File: src/common/trip_regs.vh
`ifndef TRIP_REGS_VH
`define TRIP_REGS_VH

// register byte offsets
`define REG_CTRL          8'h00
`define REG_CMD           8'h04
`define REG_STATUS        8'h08
`define REG_LOG_PTR       8'h0C
`define REG_LOG_BASE      8'h20
`define LOG_DEPTH         8
`define LOG_PTR_W         3

// control register fields
`define CTRL_RATING_LSB   0
`define CTRL_SBT_LSB      2
`define CTRL_PLD_BIT      4
`define CTRL_LVS_BIT      5
`define CTRL_PAR_BIT      6
`define CTRL_RESET        32'h0000_0000

// command register fields
`define CMD_RESET_BIT     0
`define CMD_DEFAULTS_BIT  1

// status register fields
`define ST_CODE_LSB       0
`define ST_TRIPPED_BIT    8
`define ST_FATAL_BIT      9
`define ST_STOPPING_BIT   10
`define ST_BRAKE_BIT      11
`define ST_UV_BIT         12
`define ST_HF_BIT         13
`define ST_MOD_LSB        16
`define ST_DEFLT_BIT      20
`define ST_RSTOK_BIT      21

// trip codes
`define TC_NONE           8'h00
`define TC_UV             8'h01
`define TC_OV             8'h02
`define TC_AC_OC          8'h03
`define TC_BRAKE_OC       8'h04
`define TC_PSU            8'h05
`define TC_TUNE_FIRST     8'h0B
`define TC_TUNE_LAST      8'h12
`define TC_BRAKE_OL       8'h13
`define TC_OUT_OVERLOAD   8'h1A
`define TC_THERMAL_OHT    8'h1B
`define TC_AIN2_LOSS      8'h1C
`define TC_AIN3_LOSS      8'h1D
`define TC_SERIAL_LOSS    8'h1E
`define TC_PARAM_CORRUPT  8'h1F
`define TC_PHASE_LOSS     8'h20
`define TC_MOD_FIRST      8'h65
`define TC_MOD_MAINS      8'h65
`define TC_MOD_OVERTEMP   8'h66
`define TC_MOD_BRAKE_OC   8'h67
`define TC_MOD_AC_OC      8'h68
`define TC_MOD_PHASE      8'h6B
`define TC_MOD_DC_OC      8'h6D
`define TC_MOD_UNID       8'h6E
`define TC_MOD_LAST       8'h6E
`define TC_SLOT1_HF       8'hC8
`define TC_SLOT2_HF       8'hCD
`define TC_SLOT3_HF       8'hD2
`define HF_FATAL_LAST     8'h11
`define HF_LAST           8'h20

// timing
`define CLK_MHZ           250
`define RESET_DELAY_MS    1000
`define EXT_DELAY_MS      10000
`define OHT_STOP_MS       10000

// under-voltage trip / restart levels in volts
`define UV_TRIP_200       11'd175
`define UV_RESTART_200    11'd215
`define UV_TRIP_400       11'd330
`define UV_RESTART_400    11'd425
`define UV_TRIP_HI        11'd435
`define UV_RESTART_HI     11'd590

`define MODULES           4

`endif

File: src/drive_trip_manager.v
// Function
// - hardware faults 1-17 are fatal, never cleared, drive inactive, fault number shown.
// - under-voltage trip ignores user reset, clears itself when supply recovers.
// - hardware faults 18-32 and slot one-three hardware faults cannot be reset.
// - parameter corruption trip resets only after load-defaults code entered.
// - autotune trips reset after 1.0 s and only while drive not enabled.
// - AC, brake and module over-current trips reset only after 10.0 s.
// - overload and current-loss trips stop motor first when stop setting is 1 or 3.
// - phase loss stops the motor before tripping.
// - thermal over-heat stops first, trips anyway after 10 s.
// - all other trips reset after 1.0 s.
// - under-voltage trip and restart levels follow the voltage rating.
// - codes 101-110 are power module trips carrying a module number.
// - single module without parallel interface allows only three requested module trips, module zero; partial-loss trips 101 and 107 still occur.
// - parallel drives allow all module trips and log the source module.
// - partial mains loss gives module mains trip; total loss uses dc-link handling.
// - partial phase loss gives module phase trip; total loss uses ripple detection.
// - module mains and phase trips suppressed when partial-loss disable is one.
// - brake runs while drive disabled, inhibited on low-voltage supply.
// - brake disabled on brake over-current, supply, brake overload, overvoltage, even masked.
// - during under-voltage trip everything runs but enable is refused.
// - parameters reload only after supply shuts psu down and restarts it.
// - entering under-voltage saves parameters unless low-voltage supply selected.
// - power-up under-voltage trips without saving, yields to other power-up trips.
`timescale 1ns/100ps
`default_nettype none
`include "trip_regs.vh"

module drive_trip_manager #(
  parameter [31:0] RESET_DELAY_CYC = `RESET_DELAY_MS * `CLK_MHZ * 1000,
  parameter [31:0] EXT_DELAY_CYC   = `EXT_DELAY_MS * `CLK_MHZ * 1000,
  parameter [31:0] OHT_STOP_CYC    = `OHT_STOP_MS * `CLK_MHZ * 1000
) (
  input  wire        aclk,              // 250 MHz clock
  input  wire        aresetn,           // sync reset, active low
  input  wire [7:0]  s_axi_awaddr,      // write address
  input  wire        s_axi_awvalid,     // write address valid
  output wire        s_axi_awready,     // write address ready
  input  wire [31:0] s_axi_wdata,       // write data
  input  wire [3:0]  s_axi_wstrb,       // write strobes
  input  wire        s_axi_wvalid,      // write data valid
  output wire        s_axi_wready,      // write data ready
  output reg  [1:0]  s_axi_bresp,       // write response
  output reg         s_axi_bvalid,      // write response valid
  input  wire        s_axi_bready,      // write response ready
  input  wire [7:0]  s_axi_araddr,      // read address
  input  wire        s_axi_arvalid,     // read address valid
  output wire        s_axi_arready,     // read address ready
  output reg  [31:0] s_axi_rdata,       // read data
  output reg  [1:0]  s_axi_rresp,       // read response
  output reg         s_axi_rvalid,      // read data valid
  input  wire        s_axi_rready,      // read data ready
  input  wire        trip_req,          // trip event pulse
  input  wire [7:0]  trip_req_code,     // code of that trip
  input  wire [3:0]  trip_req_module,   // source module of that trip
  input  wire        hw_fault_req,      // hardware fault pulse
  input  wire [7:0]  hw_fault_num,      // hardware fault number 1-32
  input  wire [10:0] dc_bus_volts,      // dc bus voltage in volts
  input  wire        psu_shutdown,      // internal power supply is off
  input  wire        motor_stopped,     // motor at standstill
  input  wire        drive_enable_req,  // enable asked for
  input  wire [`MODULES-1:0] module_mains_loss, // per-module mains loss
  input  wire [`MODULES-1:0] module_phase_loss, // per-module phase loss
  output reg         drive_enable,      // drive allowed to run
  output reg         drive_inactive,    // fatal fault, drive dead
  output reg         stop_request,      // controlled stop before trip
  output reg         brake_enable,      // braking switch allowed
  output reg         dc_link_mains_loss_mode, // all modules lost mains
  output reg         dc_link_ripple_mode,     // all modules lost a phase
  output reg         save_params,       // power-down save pulse
  output reg         nv_reload,         // reload parameters pulse
  output reg  [7:0]  active_code,       // active trip code, 0 none
  output reg         active_is_hf,      // active code is a hardware fault
  output reg  [3:0]  active_module      // module shown with the trip
);

////////////////////////////////////////////////////////////////////////////////
  localparam [3:0] ST_RUN  = 4'b0001;
  localparam [3:0] ST_STOP = 4'b0010;
  localparam [3:0] ST_TRIP = 4'b0100;
  localparam [3:0] ST_DEAD = 4'b1000;

  reg [31:0] ctrl_r;
  reg        awfull_r;
  reg        wfull_r;
  reg [7:0]  awaddr_r;
  reg [31:0] wdata_r;
  reg [3:0]  wstrb_r;
  reg [3:0]  state_r;
  reg [7:0]  pend_code_r;
  reg [3:0]  pend_mod_r;
  reg [31:0] tmr_r;
  reg        defaults_r;
  reg        brake_inh_r;
  reg        powerup_r;
  reg        psu_down_r;
  reg [`LOG_PTR_W-1:0] log_ptr_r;
  reg [11:0] log_mem [0:`LOG_DEPTH-1];

  wire [1:0] rating  = ctrl_r[`CTRL_RATING_LSB +: 2];
  wire [1:0] sbt_sel = ctrl_r[`CTRL_SBT_LSB +: 2];
  wire       pld     = ctrl_r[`CTRL_PLD_BIT];
  wire       lvs     = ctrl_r[`CTRL_LVS_BIT];
  wire       par     = ctrl_r[`CTRL_PAR_BIT];

////////////////////////////////////////////////////////////////////////////////
// register bus: address and data may arrive in either order
  wire do_write = awfull_r && wfull_r && !s_axi_bvalid;
  wire wr_ctrl  = do_write && (awaddr_r == `REG_CTRL);
  wire wr_cmd   = do_write && (awaddr_r == `REG_CMD);
  wire wr_ok    = wr_ctrl || wr_cmd;
  wire user_rst = wr_cmd && wstrb_r[0] && wdata_r[`CMD_RESET_BIT];
  wire dflt_set = wr_cmd && wstrb_r[0] && wdata_r[`CMD_DEFAULTS_BIT];

  assign s_axi_awready = !awfull_r;
  assign s_axi_wready  = !wfull_r;
  assign s_axi_arready = !s_axi_rvalid;

  integer b;
  always @(posedge aclk)
  begin
    if (!aresetn)
    begin
      awfull_r     <= 1'b0;
      wfull_r      <= 1'b0;
      awaddr_r     <= 8'h00;
      wdata_r      <= 32'h0000_0000;
      wstrb_r      <= 4'h0;
      s_axi_bvalid <= 1'b0;
      s_axi_bresp  <= 2'h0;
      ctrl_r       <= `CTRL_RESET;
    end
    else
    begin
      if (s_axi_awvalid && !awfull_r)
      begin
        awfull_r <= 1'b1;
        awaddr_r <= {s_axi_awaddr[7:2], 2'b00};
      end
      if (s_axi_wvalid && !wfull_r)
      begin
        wfull_r <= 1'b1;
        wdata_r <= s_axi_wdata;
        wstrb_r <= s_axi_wstrb;
      end
      if (do_write)
      begin
        s_axi_bvalid <= 1'b1;
        s_axi_bresp  <= wr_ok ? 2'h0 : 2'h2;
        for (b = 0; b < 4; b = b + 1)
          if (wr_ctrl && wstrb_r[b])
            ctrl_r[b*8 +: 8] <= wdata_r[b*8 +: 8];
      end
      if (s_axi_bvalid && s_axi_bready)
      begin
        s_axi_bvalid <= 1'b0;
        awfull_r     <= 1'b0;
        wfull_r      <= 1'b0;
      end
    end
  end

////////////////////////////////////////////////////////////////////////////////
// under-voltage levels
  reg [10:0] uv_trip_lvl;
  reg [10:0] uv_restart_lvl;
  always @*
  begin
    case (rating)
      2'h0:
      begin
        uv_trip_lvl    = `UV_TRIP_200;
        uv_restart_lvl = `UV_RESTART_200;
      end
      2'h1:
      begin
        uv_trip_lvl    = `UV_TRIP_400;
        uv_restart_lvl = `UV_RESTART_400;
      end
      default:
      begin
        uv_trip_lvl    = `UV_TRIP_HI;
        uv_restart_lvl = `UV_RESTART_HI;
      end
    endcase
  end
  wire uv_low     = dc_bus_volts < uv_trip_lvl;
  wire uv_restart = dc_bus_volts >= uv_restart_lvl;

////////////////////////////////////////////////////////////////////////////////
// partial module losses
  wire mains_any = |module_mains_loss;
  wire mains_all = &module_mains_loss;
  wire phase_any = |module_phase_loss;
  wire phase_all = &module_phase_loss;
  wire mod_mains_trip = mains_any && !mains_all && !pld;
  wire mod_phase_trip = phase_any && !phase_all && !pld;

  // module trips need the parallel interface, except three that any module raises
  wire req_is_mod = (trip_req_code >= `TC_MOD_FIRST) && (trip_req_code <= `TC_MOD_LAST);
  wire mod_always = (trip_req_code == `TC_MOD_DC_OC) || (trip_req_code == `TC_MOD_OVERTEMP)
                    || (trip_req_code == `TC_MOD_UNID);
  wire ext_ok     = trip_req && (!req_is_mod || par || mod_always);
  wire [3:0] ext_mod = (req_is_mod && par) ? trip_req_module : 4'h0;

  // these trips kill the brake even when another trip already holds
  wire brake_kill = ext_ok && ((trip_req_code == `TC_BRAKE_OC) || (trip_req_code == `TC_PSU)
                    || (trip_req_code == `TC_BRAKE_OL) || (trip_req_code == `TC_OV));

  // codes that stop the motor before the trip is entered
  wire low_prio = (trip_req_code == `TC_OUT_OVERLOAD) || (trip_req_code == `TC_AIN2_LOSS)
                  || (trip_req_code == `TC_AIN3_LOSS) || (trip_req_code == `TC_SERIAL_LOSS);
  wire stop_first = (low_prio && sbt_sel[0])
                    || (trip_req_code == `TC_PHASE_LOSS)
                    || (trip_req_code == `TC_THERMAL_OHT);

////////////////////////////////////////////////////////////////////////////////
// reset permission for the active trip
  reg reset_ok;
  always @*
  begin
    reset_ok = 1'b0;
    if (active_is_hf)
      reset_ok = 1'b0;
    else
      case (active_code)
        `TC_UV:
          reset_ok = 1'b0;
        `TC_SLOT1_HF, `TC_SLOT2_HF, `TC_SLOT3_HF:
          reset_ok = 1'b0;
        `TC_PARAM_CORRUPT:
          reset_ok = defaults_r;
        `TC_AC_OC, `TC_BRAKE_OC, `TC_MOD_AC_OC, `TC_MOD_BRAKE_OC, `TC_MOD_DC_OC:
          reset_ok = tmr_r >= EXT_DELAY_CYC;
        default:
          if (active_code >= `TC_TUNE_FIRST && active_code <= `TC_TUNE_LAST)
            reset_ok = (tmr_r >= RESET_DELAY_CYC) && !drive_enable_req;
          else
            reset_ok = tmr_r >= RESET_DELAY_CYC;
      endcase
  end

////////////////////////////////////////////////////////////////////////////////
// trip sequencer
  reg [3:0]  state_nxt;
  reg [7:0]  code_nxt;
  reg [3:0]  mod_nxt;
  reg        hf_nxt;
  reg        enter;
  reg        save_nxt;
  always @*
  begin
    state_nxt = state_r;
    code_nxt  = active_code;
    mod_nxt   = active_module;
    hf_nxt    = active_is_hf;
    enter     = 1'b0;
    save_nxt  = 1'b0;
    case (state_r)
      ST_RUN, ST_STOP:
      begin
        if (hw_fault_req && hw_fault_num != 8'h00 && hw_fault_num <= `HF_LAST)
        begin
          state_nxt = (hw_fault_num <= `HF_FATAL_LAST) ? ST_DEAD : ST_TRIP;
          code_nxt  = hw_fault_num;
          mod_nxt   = 4'h0;
          hf_nxt    = 1'b1;
          enter     = 1'b1;
        end
        else if (ext_ok && !(stop_first && state_r == ST_RUN))
        begin
          state_nxt = ST_TRIP;
          code_nxt  = trip_req_code;
          mod_nxt   = ext_mod;
          hf_nxt    = 1'b0;
          enter     = 1'b1;
        end
        else if (ext_ok)
        begin
          state_nxt = ST_STOP;
        end
        else if (state_r == ST_STOP && (motor_stopped
                 || (pend_code_r == `TC_THERMAL_OHT && tmr_r >= OHT_STOP_CYC)))
        begin
          state_nxt = ST_TRIP;
          code_nxt  = pend_code_r;
          mod_nxt   = pend_mod_r;
          hf_nxt    = 1'b0;
          enter     = 1'b1;
        end
        else if (mod_mains_trip || mod_phase_trip)
        begin
          state_nxt = ST_TRIP;
          code_nxt  = mod_mains_trip ? `TC_MOD_MAINS : `TC_MOD_PHASE;
          mod_nxt   = 4'h0;
          hf_nxt    = 1'b0;
          enter     = 1'b1;
        end
        else if (uv_low || (powerup_r && !uv_restart))
        begin
          state_nxt = ST_TRIP;
          code_nxt  = `TC_UV;
          mod_nxt   = 4'h0;
          hf_nxt    = 1'b0;
          enter     = 1'b1;
          save_nxt  = !lvs && !powerup_r;
        end
      end
      ST_TRIP:
      begin
        if (hw_fault_req && hw_fault_num != 8'h00 && hw_fault_num <= `HF_FATAL_LAST)
        begin
          state_nxt = ST_DEAD;
          code_nxt  = hw_fault_num;
          mod_nxt   = 4'h0;
          hf_nxt    = 1'b1;
          enter     = 1'b1;
        end
        else if ((active_code == `TC_UV && !active_is_hf && uv_restart)
                 || (user_rst && reset_ok))
        begin
          state_nxt = ST_RUN;
          code_nxt  = `TC_NONE;
          mod_nxt   = 4'h0;
          hf_nxt    = 1'b0;
        end
      end
      ST_DEAD:
        state_nxt = ST_DEAD;
      default:
        state_nxt = ST_RUN;
    endcase
  end

  always @(posedge aclk)
  begin
    if (!aresetn)
    begin
      state_r       <= ST_RUN;
      active_code   <= `TC_NONE;
      active_module <= 4'h0;
      active_is_hf  <= 1'b0;
      pend_code_r   <= `TC_NONE;
      pend_mod_r    <= 4'h0;
      tmr_r         <= 32'h0000_0000;
      save_params   <= 1'b0;
      log_ptr_r     <= {`LOG_PTR_W{1'b0}};
    end
    else
    begin
      state_r       <= state_nxt;
      active_code   <= code_nxt;
      active_module <= mod_nxt;
      active_is_hf  <= hf_nxt;
      save_params   <= save_nxt;
      if (state_r == ST_RUN && state_nxt == ST_STOP)
      begin
        pend_code_r <= trip_req_code;
        pend_mod_r  <= ext_mod;
      end
      // one timer serves the stop timeout and the reset delays
      if (enter || (state_r == ST_RUN && state_nxt == ST_STOP))
        tmr_r <= 32'h0000_0000;
      else if (tmr_r != 32'hFFFF_FFFF)
        tmr_r <= tmr_r + 32'h0000_0001;
      if (enter)
        log_ptr_r <= log_ptr_r + {{(`LOG_PTR_W-1){1'b0}}, 1'b1};
    end
  end

  always @(posedge aclk)
  begin
    if (enter)
      log_mem[log_ptr_r] <= {mod_nxt, code_nxt};
  end

////////////////////////////////////////////////////////////////////////////////
// side flags and outputs
  always @(posedge aclk)
  begin
    if (!aresetn)
    begin
      defaults_r  <= 1'b0;
      brake_inh_r <= 1'b0;
      powerup_r   <= 1'b1;
      psu_down_r  <= 1'b0;
      nv_reload   <= 1'b0;
    end
    else
    begin
      // set wins over the clear
      if (dflt_set)
        defaults_r <= 1'b1;
      else if (state_r == ST_TRIP && state_nxt == ST_RUN)
        defaults_r <= 1'b0;
      if (brake_kill)
        brake_inh_r <= 1'b1;
      else if (state_r == ST_TRIP && state_nxt == ST_RUN)
        brake_inh_r <= 1'b0;
      if (uv_restart)
        powerup_r <= 1'b0;
      if (psu_shutdown)
        psu_down_r <= 1'b1;
      else if (psu_down_r)
        psu_down_r <= 1'b0;
      nv_reload <= psu_down_r && !psu_shutdown;
    end
  end

  always @(posedge aclk)
  begin
    if (!aresetn)
    begin
      drive_enable            <= 1'b0;
      drive_inactive          <= 1'b0;
      stop_request            <= 1'b0;
      brake_enable            <= 1'b0;
      dc_link_mains_loss_mode <= 1'b0;
      dc_link_ripple_mode     <= 1'b0;
    end
    else
    begin
      drive_enable            <= drive_enable_req && (state_nxt == ST_RUN);
      drive_inactive          <= state_nxt == ST_DEAD;
      stop_request            <= state_nxt == ST_STOP;
      brake_enable            <= !lvs && !brake_inh_r && !brake_kill
                                 && state_nxt != ST_DEAD;
      dc_link_mains_loss_mode <= mains_all;
      dc_link_ripple_mode     <= phase_all;
    end
  end

////////////////////////////////////////////////////////////////////////////////
// register reads
  wire [31:0] status = {10'h000, reset_ok && state_r == ST_TRIP, defaults_r,
                        active_module, 2'b00, active_is_hf,
                        state_r == ST_TRIP && active_code == `TC_UV && !active_is_hf,
                        brake_enable, state_r == ST_STOP, state_r == ST_DEAD,
                        state_r == ST_TRIP || state_r == ST_DEAD, active_code};

  wire [7:0] ra = {s_axi_araddr[7:2], 2'b00};
  wire log_hit  = (ra >= `REG_LOG_BASE) && (ra < `REG_LOG_BASE + 4 * `LOG_DEPTH);
  wire [7:0] log_off = ra - `REG_LOG_BASE;
  wire [`LOG_PTR_W-1:0] log_idx = log_off[`LOG_PTR_W+1:2];

  always @(posedge aclk)
  begin
    if (!aresetn)
    begin
      s_axi_rvalid <= 1'b0;
      s_axi_rdata  <= 32'h0000_0000;
      s_axi_rresp  <= 2'h0;
    end
    else if (s_axi_arvalid && !s_axi_rvalid)
    begin
      s_axi_rvalid <= 1'b1;
      s_axi_rresp  <= 2'h0;
      if (ra == `REG_CTRL)
        s_axi_rdata <= ctrl_r;
      else if (ra == `REG_CMD)
        s_axi_rdata <= 32'h0000_0000;
      else if (ra == `REG_STATUS)
        s_axi_rdata <= status;
      else if (ra == `REG_LOG_PTR)
        s_axi_rdata <= {{(32-`LOG_PTR_W){1'b0}}, log_ptr_r};
      else if (log_hit)
        s_axi_rdata <= {20'h00000, log_mem[log_idx]};
      else
      begin
        s_axi_rdata <= 32'h0000_0000;
        s_axi_rresp <= 2'h2;
      end
    end
    else if (s_axi_rvalid && s_axi_rready)
      s_axi_rvalid <= 1'b0;
  end

endmodule
`default_nettype wire

File: config.mk
export PLATFORM = sky130hd
export DESIGN_NAME = drive_trip_manager
export DESIGN_NICKNAME = d
export VERILOG_FILES = /design/src/drive_trip_manager.v
export VERILOG_INCLUDE_DIRS = /design/src /design/src/common
export SDC_FILE = /design/constraint.sdc
export NUM_CORES = 1
export LEC_CHECK = 0
export BUFFER_PORTS_ARGS = -buffer_cell sky130_fd_sc_hd__buf_2
export CORE_MARGIN = 1.5
export CORE_UTILIZATION = 62
export DETAILED_ROUTE_END_ITERATION = 16
export PLACE_DENSITY = 0.86
export SYNTH_ARGS = -nofsm -noshare
export SYNTH_HDL_FRONTEND = slang
export SYNTH_SLANG_ARGS = --single-unit
File: constraint.sdc
create_clock -name aclk -period 6.4 [get_ports aclk]
set_input_delay 0.64 -clock aclk [delete_from_list [all_inputs] [get_ports aclk]]
set_output_delay 0.64 -clock aclk [all_outputs]
set_load 0.03 [all_outputs]
==> reports/results.ini <==
[timing]
rsz0062_at_grt=no
hold_viol_final=0
whs_ns=0.287
slew_headroom_pct=15.4
max_freq_ghz=0.234
setup_viol=0
fin_setup_tns_ns=0
slew_viol_final=0
worst_pin_slew_ns=1.26
fin_crit_sh_pct=66.7
fin_crit_ns=4.27
finalClockSkew_ns=0.0107

[power]
leakagePower_nw=5.75
total_power_w=0.00429
irDropWorstVdd_v=0.000229
powerDensity_nw_per_um2=286

[setup_path]
reg2reg_slack_ns=2.13
critPathKind=flop to flop
worstRegToRegCells=13
timing.rr.start=ctrl_r[1]
crit_required_ns=6.66
critPathCaptureType=flop
arrival_ns=4.53
start_kind=flop
slowest_stage=nor2_1
cp_cell_sequence=nand2b_1 > inv_1 > ha_1 > a21oi_1 > nand2_1 > a2111oi_0 > a32oi_1 > buf_4 > nand4_4 > a32oi_4 > nand2b_1 > nor2_1 > buf_4
crit_path_max_fanout=8
r2r-end=log_mem[6][0]
crit_path_max_incr_delay_ns=0.62

[place]
port_buffers=158
dp_hpwl_mm=23.4
place_congestion=0.927
dp.cells=1652

[global_route]
grt_antenna_before_repair=1
grt_pass1_vias=9853
grt_usage_pct=30.0
grt_max_degree=113
grt_first_pass_wirelength_mm=52.0
grt-ovfl-total=0

[synth]
seq_area_frac_synth_pct=50.8
ys_types=83
synthTopCellsByArea=dfxtp_1, edfxtp_1, a21boi_0
synth_top_area_cell=dfxtp_1
synth-edff-count=96
ys_ff_latch=284
synthArstFlopShare_pct=0
ys.flop_type=dfxtp_1
synth_top_area_share_pct=28.8
syn_avg_cell_area_sq_um=10.2
ys.warnings.count=0
syn_inst=1282
synth_area_sq_um=13100

[routing]
wl_mm=33.2
firstDrtPassIters=8
post_drt_wl_per_cell_um=19.5
vias_per_cell=6.16
ant_nets=0
remaining_drc_errors=0
drt_iter0_drc=1078
vias=10500

[cells_and_area]
final_cells=1706
fin_util_pct=73.0
n_fill_cell=1450
nNetsFinal=1536
antennaDiodeCount=0
drive_above_1_share_pct=19.3
areaGrowthSynthToFinish_pct=14.4

[clock_network]
insertion_delay_ns=0.56
cts_sinks=284
clk_pin_slew_ns=0.06
post-cts-setup-buffers=0
cts_hold_buf=0
cts-root-buf=clkbuf_16
clock_path_buffers=3
cts_buffers=29
cts_tree=yes
htree_num_levels=1
cts_resized=0

[die]
rows=52
die_h_um=148
ios=165
core_sq_um=20500
die_area_sq_um=22000
die_w_um=148
initial_core_util_pct=63.8

[run]
maxCapViolCount=0

[worst_hold_path]
worst_hold_path_type=input pin to flop
whs_path_depth=2
min_to=awfull_r
hp-start=s_axi_awvalid

[run_status]
status=finished clean

worst max-delay path by stage:
stage	startpoint	cells past startpoint	endpoint	slack, ns
detailed placement	ctrl_r[1]	13	log_mem[6][1]	2.19
global placement	ctrl_r[1]	13	log_mem[6][0]	2.30
floorplan	ctrl_r[1]	11	log_mem[0][0]	2.49
global route	ctrl_r[1]	13	log_mem[6][0]	1.83
finish	ctrl_r[1]	13	log_mem[6][0]	2.13
CTS	ctrl_r[1]	13	log_mem[6][0]	2.15
metal layers:
layer | track usage (%) | vias up | routed length (um)
met3 | 6.47 | 91 | 3250
met2 | 46.7 | 562 | 15000
met4 | 10.8 | 0 | 1150
met1 | 41.6 | 4943 | 13900
li1 | - | 4921 | -
met5 | 0 | - | 0
layout by cell type (no fill, tap or decap), types with 13 or more instances in the layout:
master       n
a21boi_0    92
a21oi_1     28
and2_1      17
and3_1      27
buf_2      157
buf_4       20
clkbuf_16   29
dfxtp_1    188
edfxtp_1    96
ha_1        20
inv_1       20
mux2i_1     34
mux4_2      24
nand2_1    181
nand3_1     72
nor2_1      88
nor2b_1     25
nor3_1      29
o21a_1      13
o21ai_0     28
xnor2_1     13
xor2_1      19
through the flow:
| stage | setup slack [ns] | instance area (sq um) |
|---|---|---|
| 2_1_floorplan | 2.49 | 13100 |
| 3_3_place_gp | 2.30 | 14000 |
| 3_5_place_dp | 2.19 | 14000 |
| 4_1_cts | 2.15 | 15000 |
| 5_1_grt | 1.83 | 15000 |
| 6_report | 2.13 | 15000 |
state kept, by name (all words and copies together) (netlist names), 6 cells and up:
| register | flops |
|---|---|
| tmr_r | 32 |
| active_code | 8 |
| wdata_r | 32 |
| awaddr_r | 6 |
| s_axi_rdata | 32 |
| pend_code_r | 8 |
| log_mem | 96 |
| ctrl_r | 32 |
power by group:
| part | switching (W) | total (W) | internal [W] |
|---|---|---|---|
| logic | 0.000359 | 0.000560 | 0.000201 |
| registers | 0.0000693 | 0.00207 | 0.00200 |
| clock network | 0.000702 | 0.00166 | 0.000956 |
critical path: cells and delay by family, from the launching register on:
family	cells	cell delay, ns
buf+inv	3	0.66
compound gates	4	1.05
fa+ha+maj	1	0.33
flops	1	0.55
simple gates	5	1.36
synth_stat cells, types with 13 or more instances:
library cell	instances
dfxtp_1	188
nand2_1	181
edfxtp_1	96
a21boi_0	92
nor2_1	89
nand3_1	72
clkbuf_1	60
mux2i_1	34
nor3_1	29
a21oi_1	28
o21ai_0	28
and3_1	27
nor2b_1	27
mux4_2	24
ha_1	20
inv_1	20
xor2_1	19
and2_1	17
o21a_1	13
xnor2_1	13
layout make-up:
type	count	area, sq um	area share [%]
clock inverters	16	156	1.04
multi-input cells	901	6030	40.3
flip-flops and latches	284	6650	44.4
well taps	270	338	2.26
inverters	20	75.1	0.502
clock buffers	38	790	5.27
repair buffers	177	936	6.25
cell families (layout without fill, tap and decap cells):
group | after synthesis | count (layout) | share of synthesized area [%]
fa+ha+maj | 20 | 20 | 1.91
xor+xnor | 32 | 32 | 2.14
buf+inv | 98 | 251 | 3.21
flops | 284 | 284 | 50.8
simple gates | 530 | 530 | 20.2
other cells | 1 | 2 | 0.0287
compound gates | 258 | 258 | 14.9
mux | 59 | 59 | 6.82
Power figures use the tool's default switching activity.
